**src/design/pps_pkg.sv**
```systemverilog
/*
 * Constants, states and timing figures of the power sequencer.
 * Assumes a single 40 MHz clock; the park cycle counts derive from it.
 */
package pps_pkg;
   // ==========================================================
   // Clock and timing
   // ==========================================================
   localparam int CLK_HZ          = 40_000_000;
   localparam int NORMAL_PARK_MS  = 20;
   localparam int FAST_PARK_US    = 32;
   // Longest times round down
   localparam int NORMAL_PARK_CYC = (CLK_HZ / 1000) * NORMAL_PARK_MS;
   localparam int FAST_PARK_CYC   = (CLK_HZ / 1_000_000) * FAST_PARK_US;
   localparam int INIT_CYC        = 1000;
   localparam int CNT_W           = 24;
   localparam int GPIO_W          = 20;
   localparam int SPI_CS_W        = 2;

   // ==========================================================
   // Sequencer states
   // ==========================================================
   typedef enum logic [2:0] {
      PPS_OFF    = 3'b000,
      PPS_INIT   = 3'b001,
      PPS_ON     = 3'b010,
      PPS_NPARK  = 3'b011,
      PPS_FPARK  = 3'b100,
      PPS_PARKED = 3'b101
   } pps_state_t;
endpackage : pps_pkg

```
**src/design/pps_sync_if.sv**
```systemverilog
/*
 * Carries synchronised control levels from the input stage to the sequencer.
 * Assumes both ends share i_mclk.
 */
`timescale 1ns/1ps
`default_nettype none
interface pps_sync_if;
   logic power_request;
   logic fast_park_req_n;
   modport src (output power_request, output fast_park_req_n);
   modport dst (input power_request, input fast_park_req_n);
endinterface : pps_sync_if
`default_nettype wire

```
**src/design/pps_sequencer.sv**
```systemverilog
/*
 * Power sequencer: reset release, auto-initialisation, status line,
 * normal and fast mirror parking, pin gating during reset.
 * Assumes i_mclk at 40 MHz and a synchronous internal reset i_rst.
 */
// Contract
// - Power request high runs, low shuts down
// - Reset release starts automatic initialization
// - Initialization done drives status low
// - Normal park completes within 20 ms
// - Status line released during reset
// - Fast-park low starts fast park immediately
// - Flash and general pins tri-stated in reset
// - Light selects and mirror enable low
// - Status driven high until initialization done
`timescale 1ns/1ps
`default_nettype none
module pps_sequencer
   import pps_pkg::*;
#(
   parameter int P_INIT_CYC   = pps_pkg::INIT_CYC,
   parameter int P_NPARK_CYC  = pps_pkg::NORMAL_PARK_CYC,
   parameter int P_FPARK_CYC  = pps_pkg::FAST_PARK_CYC
) (
   input  wire logic                          i_mclk,
   input  wire logic                          i_rst,
   input  wire logic                          i_system_rst_n,
   input  wire logic                          i_power_request,
   input  wire logic                          i_fast_park_req_n,
   input  wire logic [1:0]                    i_light_select_req,
   input  wire logic                          i_spi_clk,
   input  wire logic                          i_spi_dout,
   input  wire logic [pps_pkg::SPI_CS_W-1:0]  i_spi_cs_n,
   input  wire logic [pps_pkg::GPIO_W-1:0]    i_gpio_out,
   input  wire logic [pps_pkg::GPIO_W-1:0]    i_gpio_oe,
   output logic                               o_init_status,
   output logic                               o_init_status_oe,
   output logic                               o_light_select_0,
   output logic                               o_light_select_1,
   output logic                               o_mirror_enable_rst_n,
   output logic                               o_spi_clk,
   output logic                               o_spi_dout,
   output logic [pps_pkg::SPI_CS_W-1:0]       o_spi_cs_n,
   output logic                               o_pin_oe,
   output logic [pps_pkg::GPIO_W-1:0]         o_gpio_out,
   output logic [pps_pkg::GPIO_W-1:0]         o_gpio_oe,
   output logic                               o_bus_enable,
   output logic                               o_parked,
   output logic [2:0]                         o_state
);
   import pps_pkg::*;

   if (P_INIT_CYC < 1 || P_NPARK_CYC < 1 || P_FPARK_CYC < 1 ||
       P_NPARK_CYC >= (1 << CNT_W) || P_INIT_CYC >= (1 << CNT_W) ||
       P_FPARK_CYC >= (1 << CNT_W)) begin : g_bad_cnt
      $error("pps_sequencer: cycle counts out of range");
   end

   // ==========================================================
   // Input synchronisation
   // ==========================================================
   pps_sync_if sync_bus ();

   pps_sync u_sync (
      .i_mclk            (i_mclk),
      .i_rst             (i_rst),
      .i_power_request   (i_power_request),
      .i_fast_park_req_n (i_fast_park_req_n),
      .o_sync            (sync_bus)
   );

   // ==========================================================
   // Reset pin edge detect
   // ==========================================================
   logic       rstn_ff;
   logic       nxt_rstn;
   logic       in_reset;
   logic       rst_release;

   always_comb begin
      nxt_rstn    = i_system_rst_n;
      in_reset    = ~i_system_rst_n;
      rst_release = i_system_rst_n & ~rstn_ff;
   end

   always_ff @(posedge i_mclk) begin
      if (i_rst) rstn_ff <= 1'b0;
      else       rstn_ff <= nxt_rstn;
   end

   // ==========================================================
   // Sequencer state and timer
   // ==========================================================
   localparam logic [CNT_W-1:0] INIT_LAST  = CNT_W'(P_INIT_CYC - 1);
   localparam logic [CNT_W-1:0] NPARK_LAST = CNT_W'(P_NPARK_CYC - 1);
   localparam logic [CNT_W-1:0] FPARK_LAST = CNT_W'(P_FPARK_CYC - 1);
   localparam logic [CNT_W-1:0] CNT_ZERO   = '0;
   localparam logic [CNT_W-1:0] CNT_ONE    = CNT_W'(1);

   pps_state_t       state_ff;
   pps_state_t       nxt_state;
   logic [CNT_W-1:0] cnt_ff;
   logic [CNT_W-1:0] nxt_cnt;
   logic             req;
   logic             fpark;

   always_comb begin
      req       = sync_bus.power_request;
      fpark     = ~sync_bus.fast_park_req_n;
      nxt_state = state_ff;
      nxt_cnt   = cnt_ff + CNT_ONE;
      if (in_reset) begin
         nxt_state = PPS_OFF;
         nxt_cnt   = CNT_ZERO;
      end else if (fpark && state_ff != PPS_FPARK &&
                   state_ff != PPS_PARKED) begin
         nxt_state = PPS_FPARK;
         nxt_cnt   = CNT_ZERO;
      end else begin
         case (state_ff)
            PPS_OFF: begin
               nxt_cnt = CNT_ZERO;
               if (rst_release) nxt_state = PPS_INIT;
            end
            PPS_INIT: begin
               // Request checked at the last init count: high goes to PPS_ON, low to PPS_NPARK
               if (cnt_ff == INIT_LAST) begin
                  nxt_state = req ? PPS_ON : PPS_NPARK;
                  nxt_cnt   = CNT_ZERO;
               end
            end
            PPS_ON: begin
               nxt_cnt = CNT_ZERO;
               if (!req) nxt_state = PPS_NPARK;
            end
            PPS_NPARK: begin
               if (cnt_ff == NPARK_LAST) begin
                  nxt_state = PPS_PARKED;
                  nxt_cnt   = CNT_ZERO;
               end
            end
            PPS_FPARK: begin
               if (cnt_ff == FPARK_LAST) begin
                  nxt_state = PPS_PARKED;
                  nxt_cnt   = CNT_ZERO;
               end
            end
            PPS_PARKED: begin
               nxt_cnt = CNT_ZERO;
               // Restart from the parked state while the request is high and fast park is not asserted
               if (req && !fpark) nxt_state = PPS_ON;
            end
            default: begin
               nxt_state = PPS_OFF;
               nxt_cnt   = CNT_ZERO;
            end
         endcase
      end
   end

   always_ff @(posedge i_mclk) begin
      if (i_rst) begin
         state_ff <= PPS_OFF;
         cnt_ff   <= CNT_ZERO;
      end else begin
         state_ff <= nxt_state;
         cnt_ff   <= nxt_cnt;
      end
   end

   // ==========================================================
   // Registered pin outputs
   // ==========================================================
   logic                 stat_ff,  nxt_stat;
   logic                 stoe_ff,  nxt_stoe;
   logic [1:0]           led_ff,   nxt_led;
   logic                 mir_ff,   nxt_mir;
   logic                 pinoe_ff, nxt_pinoe;
   logic                 sclk_ff,  nxt_sclk;
   logic                 sdo_ff,   nxt_sdo;
   logic [SPI_CS_W-1:0]  scs_ff,   nxt_scs;
   logic [GPIO_W-1:0]    go_ff,    nxt_go;
   logic [GPIO_W-1:0]    goe_ff,   nxt_goe;
   logic                 busen_ff, nxt_busen;
   logic                 running;

   always_comb begin
      running   = (nxt_state == PPS_ON);
      nxt_stoe  = ~in_reset;
      nxt_stat  = (nxt_state == PPS_INIT);
      nxt_pinoe = ~in_reset;
      nxt_sclk  = in_reset ? 1'b0 : i_spi_clk;
      nxt_sdo   = in_reset ? 1'b0 : i_spi_dout;
      nxt_scs   = in_reset ? '1 : i_spi_cs_n;
      nxt_go    = in_reset ? '0 : i_gpio_out;
      nxt_goe   = in_reset ? '0 : i_gpio_oe;
      nxt_led   = running ? i_light_select_req : 2'h0;
      nxt_mir   = running;
      nxt_busen = ~in_reset && nxt_state != PPS_OFF &&
                  nxt_state != PPS_INIT;
   end

   always_ff @(posedge i_mclk) begin
      if (i_rst) begin
         stat_ff  <= 1'b0;
         stoe_ff  <= 1'b0;
         led_ff   <= 2'h0;
         mir_ff   <= 1'b0;
         pinoe_ff <= 1'b0;
         sclk_ff  <= 1'b0;
         sdo_ff   <= 1'b0;
         scs_ff   <= '1;
         go_ff    <= '0;
         goe_ff   <= '0;
         busen_ff <= 1'b0;
      end else begin
         stat_ff  <= nxt_stat;
         stoe_ff  <= nxt_stoe;
         led_ff   <= nxt_led;
         mir_ff   <= nxt_mir;
         pinoe_ff <= nxt_pinoe;
         sclk_ff  <= nxt_sclk;
         sdo_ff   <= nxt_sdo;
         scs_ff   <= nxt_scs;
         go_ff    <= nxt_go;
         goe_ff   <= nxt_goe;
         busen_ff <= nxt_busen;
      end
   end

   assign o_init_status         = stat_ff;
   assign o_init_status_oe      = stoe_ff;
   assign o_light_select_0      = led_ff[0];
   assign o_light_select_1      = led_ff[1];
   assign o_mirror_enable_rst_n = mir_ff;
   assign o_spi_clk             = sclk_ff;
   assign o_spi_dout            = sdo_ff;
   assign o_spi_cs_n            = scs_ff;
   assign o_pin_oe              = pinoe_ff;
   assign o_gpio_out            = go_ff;
   assign o_gpio_oe             = goe_ff;
   assign o_bus_enable          = busen_ff;
   assign o_parked              = (state_ff == PPS_PARKED);
   assign o_state               = state_ff;
endmodule : pps_sequencer
`default_nettype wire

```
**src/design/pps_sync.sv**
```systemverilog
/*
 * Two-stage synchroniser for the power request and fast-park inputs.
 * Assumes i_mclk; first stage feeds only the second.
 */
`timescale 1ns/1ps
`default_nettype none
module pps_sync (
   input  wire logic i_mclk,
   input  wire logic i_rst,
   input  wire logic i_power_request,
   input  wire logic i_fast_park_req_n,
   pps_sync_if.src   o_sync
);
   logic [1:0] pr_ff;
   logic [1:0] nxt_pr;
   logic [1:0] fp_ff;
   logic [1:0] nxt_fp;

   always_comb begin
      nxt_pr = {pr_ff[0], i_power_request};
      nxt_fp = {fp_ff[0], i_fast_park_req_n};
   end

   always_ff @(posedge i_mclk) begin
      if (i_rst) begin
         pr_ff <= 2'h0;
         fp_ff <= 2'h3;
      end else begin
         pr_ff <= nxt_pr;
         fp_ff <= nxt_fp;
      end
   end

   assign o_sync.power_request   = pr_ff[1];
   assign o_sync.fast_park_req_n = fp_ff[1];
endmodule : pps_sync
`default_nettype wire

```
**config.mk**
```make
export PLATFORM = sky130hd
export DESIGN_NAME = pps_sequencer
export DESIGN_NICKNAME = d
export VERILOG_FILES = /design/src/design/pps_pkg.sv /design/src/design/pps_sync_if.sv /design/src/design/pps_sequencer.sv /design/src/design/pps_sync.sv
export SDC_FILE = /design/constraint.sdc
export NUM_CORES = 1
export LEC_CHECK = 0
export BUFFER_PORTS_ARGS = -buffer_cell sky130_fd_sc_hd__buf_2
export CAP_MARGIN = 15
export CORE_MARGIN = 5
export CORE_UTILIZATION = 48
export DETAILED_ROUTE_END_ITERATION = 7
export PLACE_DENSITY_LB_ADDON = 0.12
export RECOVER_POWER = 50
export SLEW_MARGIN = 5
export SYNTH_ARGS = -nofsm -noshare
export SYNTH_HDL_FRONTEND = slang
export SYNTH_HIERARCHICAL = 1
export SYNTH_SLANG_ARGS = --single-unit
```
**constraint.sdc**
```tcl
create_clock -name i_mclk -period 1.88 [get_ports i_mclk]
set_input_delay 0.188 -clock i_mclk [delete_from_list [all_inputs] [get_ports i_mclk]]
set_output_delay 0.188 -clock i_mclk [all_outputs]
set_load 0.01 [all_outputs]
```
==> results.json, run 1 <==
{
  "path_clk_slew_ps": 70,
  "yosysTopAreaCellShare": 0.563,
  "rows": 28,
  "die_h_um": 87.4,
  "yosysUniqueCellTypes": 42,
  "root_buffer": "clkbuf_8",
  "path_cells": "nor4_4 > nand4_1 > or3_1 > a31o_1 > nor3_1",
  "drt-initial-drc-count": 64,
  "yosys_warnings": 6,
  "grt_pass1_wl_um": 9780,
  "cts_buffers": 9,
  "cp_slowest_cell": "or3_1",
  "p_leak_uw": 0.00161,
  "min_from": "i_fast_park_req_n",
  "crit_path_max_incr_delay_ps": 400,
  "ir_worst_vdd_uv": 738,
  "dr_total_vias": 2319,
  "final_cells": 485,
  "cp.required_ps": 2140,
  "ys_seq_elements": 81,
  "die_area_um2": 7640,
  "crit_fanout": 5,
  "synth_nets": 338,
  "reg2reg_depth": 5,
  "status": "completed",
  "wirelength_um": 6190,
  "detail_route.vias_per_cell": 4.78,
  "dr.pass1.iters": 4,
  "rr_endpoint": "led_ff[0]",
  "portBuffers": 105,
  "worst_pin_slew_ps": 618,
  "clock-sinks": 81,
  "core_area_um2": 5890,
  "fin_crit_sh": 0.940,
  "grt_overflow": 0,
  "die_w_um": 87.4,
  "syn_avg_cell_area_um2": 10.1,
  "hp-class": "in -> reg",
  "setup_viol_count_final": 0,
  "holdPathStages": 2,
  "cts_hold_buffers": 0,
  "drc_errors": 0,
  "antenna_found_initial": 0,
  "synth_top_area_cell": "dfxtp_1",
  "r2r_start": "cnt_ff[14]",
  "wire_per_inst_um": 12.8,
  "relSlewSlack": 0.588,
  "grt_pass1_vias": 2258,
  "hold_end": "u_sync/fp_ff[0]",
  "critPathKind": "reg -> reg",
  "syn_to_final_growth_pct": 31.7,
  "final_nets": 457,
  "grtUsageTotal": 0.162,
  "initial_core_util": 0.489,
  "async_reset_ff_frac": 0,
  "endpoint_kind": "flip-flop",
  "synth.top_cells.by_area": "dfxtp_1 56%, and2_1 9.3%, xor2_1 3.3%, nor2_1 3.0%, xnor2_1 2.4%",
  "hold_viol": 0,
  "synth_ff_type": "dfxtp_1",
  "skew_ps": 6.23,
  "postSynthCellCount": 286,
  "period_needed_ps": 1770,
  "fmax_mhz": 566,
  "crit_arrival_ps": 2030,
  "ant_nets": 0,
  "max_cap_violations": 0,
  "yosysSeqAreaShare": 0.563,
  "cts_tree": "done",
  "htreeDepth": 3,
  "synth_area_um2": 2880,
  "dpl.hpwl_um": 4530,
  "slew_violations": 0,
  "synth_edf_count": 0,
  "critPathLaunchType": "flip-flop",
  "dp.cells": 467,
  "drive_above_1_share": 0.327,
  "io_pins": 106,
  "grt_max_degree": 46,
  "n_antenna_cell": 0,
  "clkLatencyLatePin_ps": 340,
  "reg2reg_slack_ps": 110,
  "power_density_nw_per_um2": 866,
  "cts_buffer_depth": 2,
  "fin_util": 0.644,
  "gp_congestion": 0.867
}
worst max-delay path by stage:
| stage | from | end | slack [ps] | cells past startpoint |
|---|---|---|---|---|
| 2_1_floorplan | cnt_ff[0] | led_ff[0] | 180 | 6 |
| 3_3_place_gp | cnt_ff[14] | cnt_ff[5] | 130 | 5 |
| 3_5_place_dp | cnt_ff[14] | cnt_ff[3] | 40 | 5 |
| 4_1_cts | cnt_ff[14] | cnt_ff[3] | 30 | 5 |
| 5_1_grt | cnt_ff[14] | led_ff[0] | -40 | 5 |
| 6_report | cnt_ff[14] | led_ff[0] | 110 | 5 |
per-layer routing:
metal / global-route usage / wire [µm] / up-vias
li1: - / - / 1192
met3: 0.0653 / 628 / 9
met5: 0 / 0 / -
met1: 0.196 / 2520 / 1040
met4: 0.0767 / 93 / 0
met2: 0.249 / 2950 / 78
cells by family (layout without fill, tap and decap cells):
logic type / after synthesis / after routing / synth area share
fa+ha+maj: 1 / 1 / 0.00435
buf+inv: 19 / 142 / 0.0300
xor+xnor: 19 / 19 / 0.0578
flops: 81 / 81 / 0.563
simple gates: 146 / 146 / 0.300
compound gates: 20 / 21 / 0.0448
placed cells by master, fill, tap and decap left out, types with 4 or more instances in the layout:
cell type | Yosys | routed
buf_2 | 0 | 87
dfxtp_1 | 81 | 79
and2_1 | 43 | 35
nor2_1 | 23 | 23
clkbuf_1 | 6 | 20
nand2_1 | 14 | 14
nand3_1 | 12 | 12
nor3_1 | 11 | 11
xor2_1 | 11 | 11
inv_1 | 10 | 10
buf_4 | 2 | 10
clkbuf_8 | 0 | 9
and2_0 | 0 | 8
xnor2_1 | 8 | 8
o21ai_0 | 5 | 5
and3_1 | 5 | 5
nand2b_1 | 4 | 4
and2b_2 | 4 | 4
and4_1 | 4 | 4
or3_1 | 5 | 4
a21oi_1 | 4 | 4
critical path, delay by kind of cell (launching register included):
family	cells	cell delay, ps
and+or+nand+nor	4	1080
AOI/OAI and AO/OA	1	260
DFF	1	370
area by class of cell:
type	instances	area, µm²
flip-flops and latches	81	1620
inverters	10	37.5
clock buffers	11	131
clock inverters	5	78.8
well taps	75	93.8
repair buffers	116	583
multi-input cells	187	1240
fillers	520	2100
state kept, by name, indices dropped and copies added, names as in the netlist:
name                   flops
o_pin_oe                   1
u_sync/pr_ff               2
o_bus_enable               1
o_gpio_out                20
u_sync/fp_ff               2
o_state                    3
o_init_status              1
o_gpio_oe                 20
o_spi_cs_n                 2
o_spi_clk                  1
o_spi_dout                 1
o_mirror_enable_rst_n      1
cnt_ff                    24
led_ff                     2
metrics by stage:
step           hold slack [ps]  TNS, ps  area, µm²  power [µW]  setup slack (ps)
2_1_floorplan              260        0       2880        1900               184
3_3_place_gp               367        0       3520        2000               129
3_5_place_dp               369        0       3520        2000              35.5
4_1_cts                   7.43        0       3730        3340              27.2
5_1_grt                   17.1    -80.8       3790        3440             -36.1
6_report                  26.0        0       3790        3280               113
power breakdown:
group / leakage [µW] / total (µW) / switching, µW / internal, µW
logic: 0.000839 / 182 / 86.7 / 94.9
registers: 0.000662 / 1770 / 14.1 / 1760
clock network: 0.000108 / 1330 / 576 / 749
total: 0.00161 / 3280 / 677 / 2600
cells in the mapped netlist (all sizes together), types with 6 or more instances:
library cell,count
clkbuf,6
nor2,23
xnor2,8
inv,10
nand3,12
and2,44
nor3,11
nand2,14
dfxtp,81
xor2,11
and3,6
timing repair:
action                                 4_1_cts  5_1_grt
endpoints found under the hold margin        0        0
gates resized for setup                      0       13
setup endpoints to repair                    0       18
setup buffers                                0        1
Note: power is estimated with default switching activity, not from simulation.
==> run 2: changes to the inputs <==
--- a/config.mk
+++ b/config.mk
@@ -8,12 +8,12 @@
 export BUFFER_PORTS_ARGS = -buffer_cell sky130_fd_sc_hd__buf_2
 export CAP_MARGIN = 15
 export CORE_MARGIN = 5
-export CORE_UTILIZATION = 48
+export CORE_UTILIZATION = 49
 export DETAILED_ROUTE_END_ITERATION = 7
+export MAX_ROUTING_LAYER = met4
 export PLACE_DENSITY_LB_ADDON = 0.12
 export RECOVER_POWER = 50
 export SLEW_MARGIN = 5
 export SYNTH_ARGS = -nofsm -noshare
 export SYNTH_HDL_FRONTEND = slang
-export SYNTH_HIERARCHICAL = 1
 export SYNTH_SLANG_ARGS = --single-unit
==> results.json, run 2 <==
{
  "synth_commonest_cells": "81 x dfxtp_1, 46 x and2_1, 36 x nor2_1",
  "power_density_nw_per_um2": 851,
  "grt_pass1_vias": 2457,
  "fin_setup_tns_ps": -12.7,
  "r2r_start": "cnt_ff[21]",
  "synth_top_area_cell": "dfxtp_1",
  "period_needed_ps": 1890,
  "critPathKind": "reg -> reg",
  "p_leak_uw": 0.00171,
  "dpl_cell_area_um2": 3640,
  "worst_pin_slew_ps": 599,
  "detail_route.vias_per_cell": 4.86,
  "drive_above_1_share": 0.376,
  "n_antenna_cell": 0,
  "hp-class": "in -> reg",
  "cts_tree": "done",
  "antenna_found_initial": 0,
  "die_w_um": 87.7,
  "grt_overflow": 0,
  "die_area_um2": 7690,
  "violations": "negative setup slack",
  "async_reset_ff_frac": 0,
  "drt-initial-drc-count": 154,
  "yosysTopAreaCellShare": 0.548,
  "yosysSeqAreaShare": 0.548,
  "dr_total_vias": 2420,
  "grt_pass1_wl_um": 11200,
  "use_met3": 0.0564,
  "ys_seq_elements": 81,
  "grtUsageTotal": 0.195,
  "use_met1": 0.230,
  "io_pins": 106,
  "fin_crit_sh": 1.00,
  "clkLatencyLatePin_ps": 340,
  "synth_edf_count": 0,
  "status": "finished, violations left",
  "ir_worst_vdd_uv": 590,
  "syn_avg_cell_area_um2": 10.1,
  "ant_nets": 0,
  "wirelength_um": 6680,
  "synth.top_cells.by_area": "dfxtp_1 55%, and2_1 9.7%, xnor2_1 4.7%, nor2_1 4.6%, xor2_1 1.8%",
  "cp.required_ps": 2120,
  "dp_slack_ps": 25.8,
  "finish.instance_area_um2": 3900,
  "htreeDepth": 3,
  "final_nets": 470,
  "crit_arrival_ps": 2130,
  "die_h_um": 87.7,
  "synth_area_um2": 2960,
  "synthMostInstantiatedCell": "dfxtp_1",
  "skew_ps": 6.42,
  "postSynthCellCount": 294,
  "initial_core_util": 0.503,
  "root_buffer": "clkbuf_8",
  "largest_register_ffs": 24,
  "rr_endpoint": "cnt_ff[16]",
  "path_cells": "nor4_4 > nand3_1 > o31a_1 > nor3_4 > buf_4 > nor2_1",
  "regMostFlops": "cnt_ff",
  "holdPathStages": 2,
  "whs_ps": 23.0,
  "crit_path_max_incr_delay_ps": 400,
  "setup_slack_ps": -5.91,
  "met2_usage": 0.308,
  "wire_per_inst_um": 13.4,
  "critPathLaunchType": "flip-flop",
  "path_clk_slew_ps": 80,
  "syn_to_final_growth_pct": 31.8,
  "rows": 28,
  "max_cap_violations": 0,
  "synth_ff_type": "dfxtp_1",
  "cp_slowest_cell": "nor4_4",
  "hold_viol": 0,
  "slew_violations": 0,
  "grt_max_degree": 46,
  "crit_fanout": 8,
  "dr.pass1.iters": 6,
  "fill_cells": 501,
  "fin_total_pwr_uw": 3320,
  "rsz0062_at_grt": "true",
  "relSlewSlack": 0.600,
  "busiest_layer": "met2",
  "reg2reg_slack_ps": -6,
  "drc_errors": 0,
  "portBuffers": 105,
  "reg2reg_depth": 6,
  "gp_congestion": 0.837,
  "cts_setup_buffers": 0,
  "multi_input_area_um2": 1280,
  "endpoint_kind": "flip-flop",
  "min_from": "i_spi_cs_n[1]",
  "clock-sinks": 81,
  "cts_buffers": 9,
  "yosys_warnings": 0,
  "layout_common_cells": "99 x buf_2, 78 x dfxtp_1, 36 x nor2_1",
  "seq_area_um2": 1630,
  "final_common_cell": "buf_2",
  "core_area_um2": 5890,
  "hold_end": "o_spi_cs_n[1]",
  "synth_nets": 346,
  "dpl.hpwl_um": 4910,
  "setup_viol_count_final": 3,
  "cts_buffer_depth": 2,
  "yosysUniqueCellTypes": 45,
  "fmax_mhz": 530
}
[run 2: cell types whose count changed after synthesis, moves of 4 or more]
cell and change:
inv_1 -5, xnor2_1 +8, nor3_1 -5, nor2_1 +13, or3_1 -4, nor4_1 +4
nand3_1 -4, xor2_1 -5
[run 2: worst max path at each step]
stage / start / end / slack (ps)
after floorplan: cnt_ff[0] / o_bus_enable / 90
after global placement: cnt_ff[3] / cnt_ff[22] / 40
after detailed placement: cnt_ff[3] / cnt_ff[11] / 30
after CTS: cnt_ff[3] / cnt_ff[6] / 7
after global routing: cnt_ff[21] / o_init_status / -100
final: cnt_ff[21] / cnt_ff[16] / -6
[run 2: kinds of logic after synthesis]
kind of cell	after synthesis	synth area share
compound gates	17	0.0410
xor+xnor	22	0.0651
fa+ha+maj	1	0.00423
flops	81	0.548
buf+inv	16	0.0296
simple gates	157	0.312
[run 2: routing by layer]
metal  routed length, µm  vias up
li1                    -     1221
met1                2830     1101
met2                3220       90
met3                 499        8
met4                 131        0
met5                   0        -
[run 2: repair_timing]
action	in CTS	in global routing
gates resized for setup	0	9
setup endpoints to repair	0	29
endpoints found under the hold margin	0	1
hold buffers	0	1
[run 2: stage by stage]
step                      std cells   util
after global routing            498  0.662
final                           498  0.662
after floorplan                 294      -
after global placement          481  0.619
after CTS                       497  0.656
after detailed placement        481  0.619
[run 2: worst max-delay path: cells and delay by family, from the launching register on]
| kind | cells | cell delay [ps] |
|---|---|---|
| AND/OR/NAND/NOR | 4 | 880 |
| flip-flops | 1 | 350 |
| AO/OA/AOI/OAI | 1 | 340 |
| buffers and inverters | 1 | 200 |
[run 2: cell type report]
cell class	count	share of cell area
well taps	75	0.0241
inverters	5	0.00481
repair buffers	124	0.170
multi-input cells	197	0.328
clock inverters	3	0.0122
flip-flops and latches	81	0.417
clock buffers	13	0.0433
[run 2: report_power, final]
group          internal [µW]  total, µW  switching (µW)
Sequential              1760       1780            16.6
Clock                    728       1340             609
Combinational            108        202            93.7
Total                   2600       3320             720
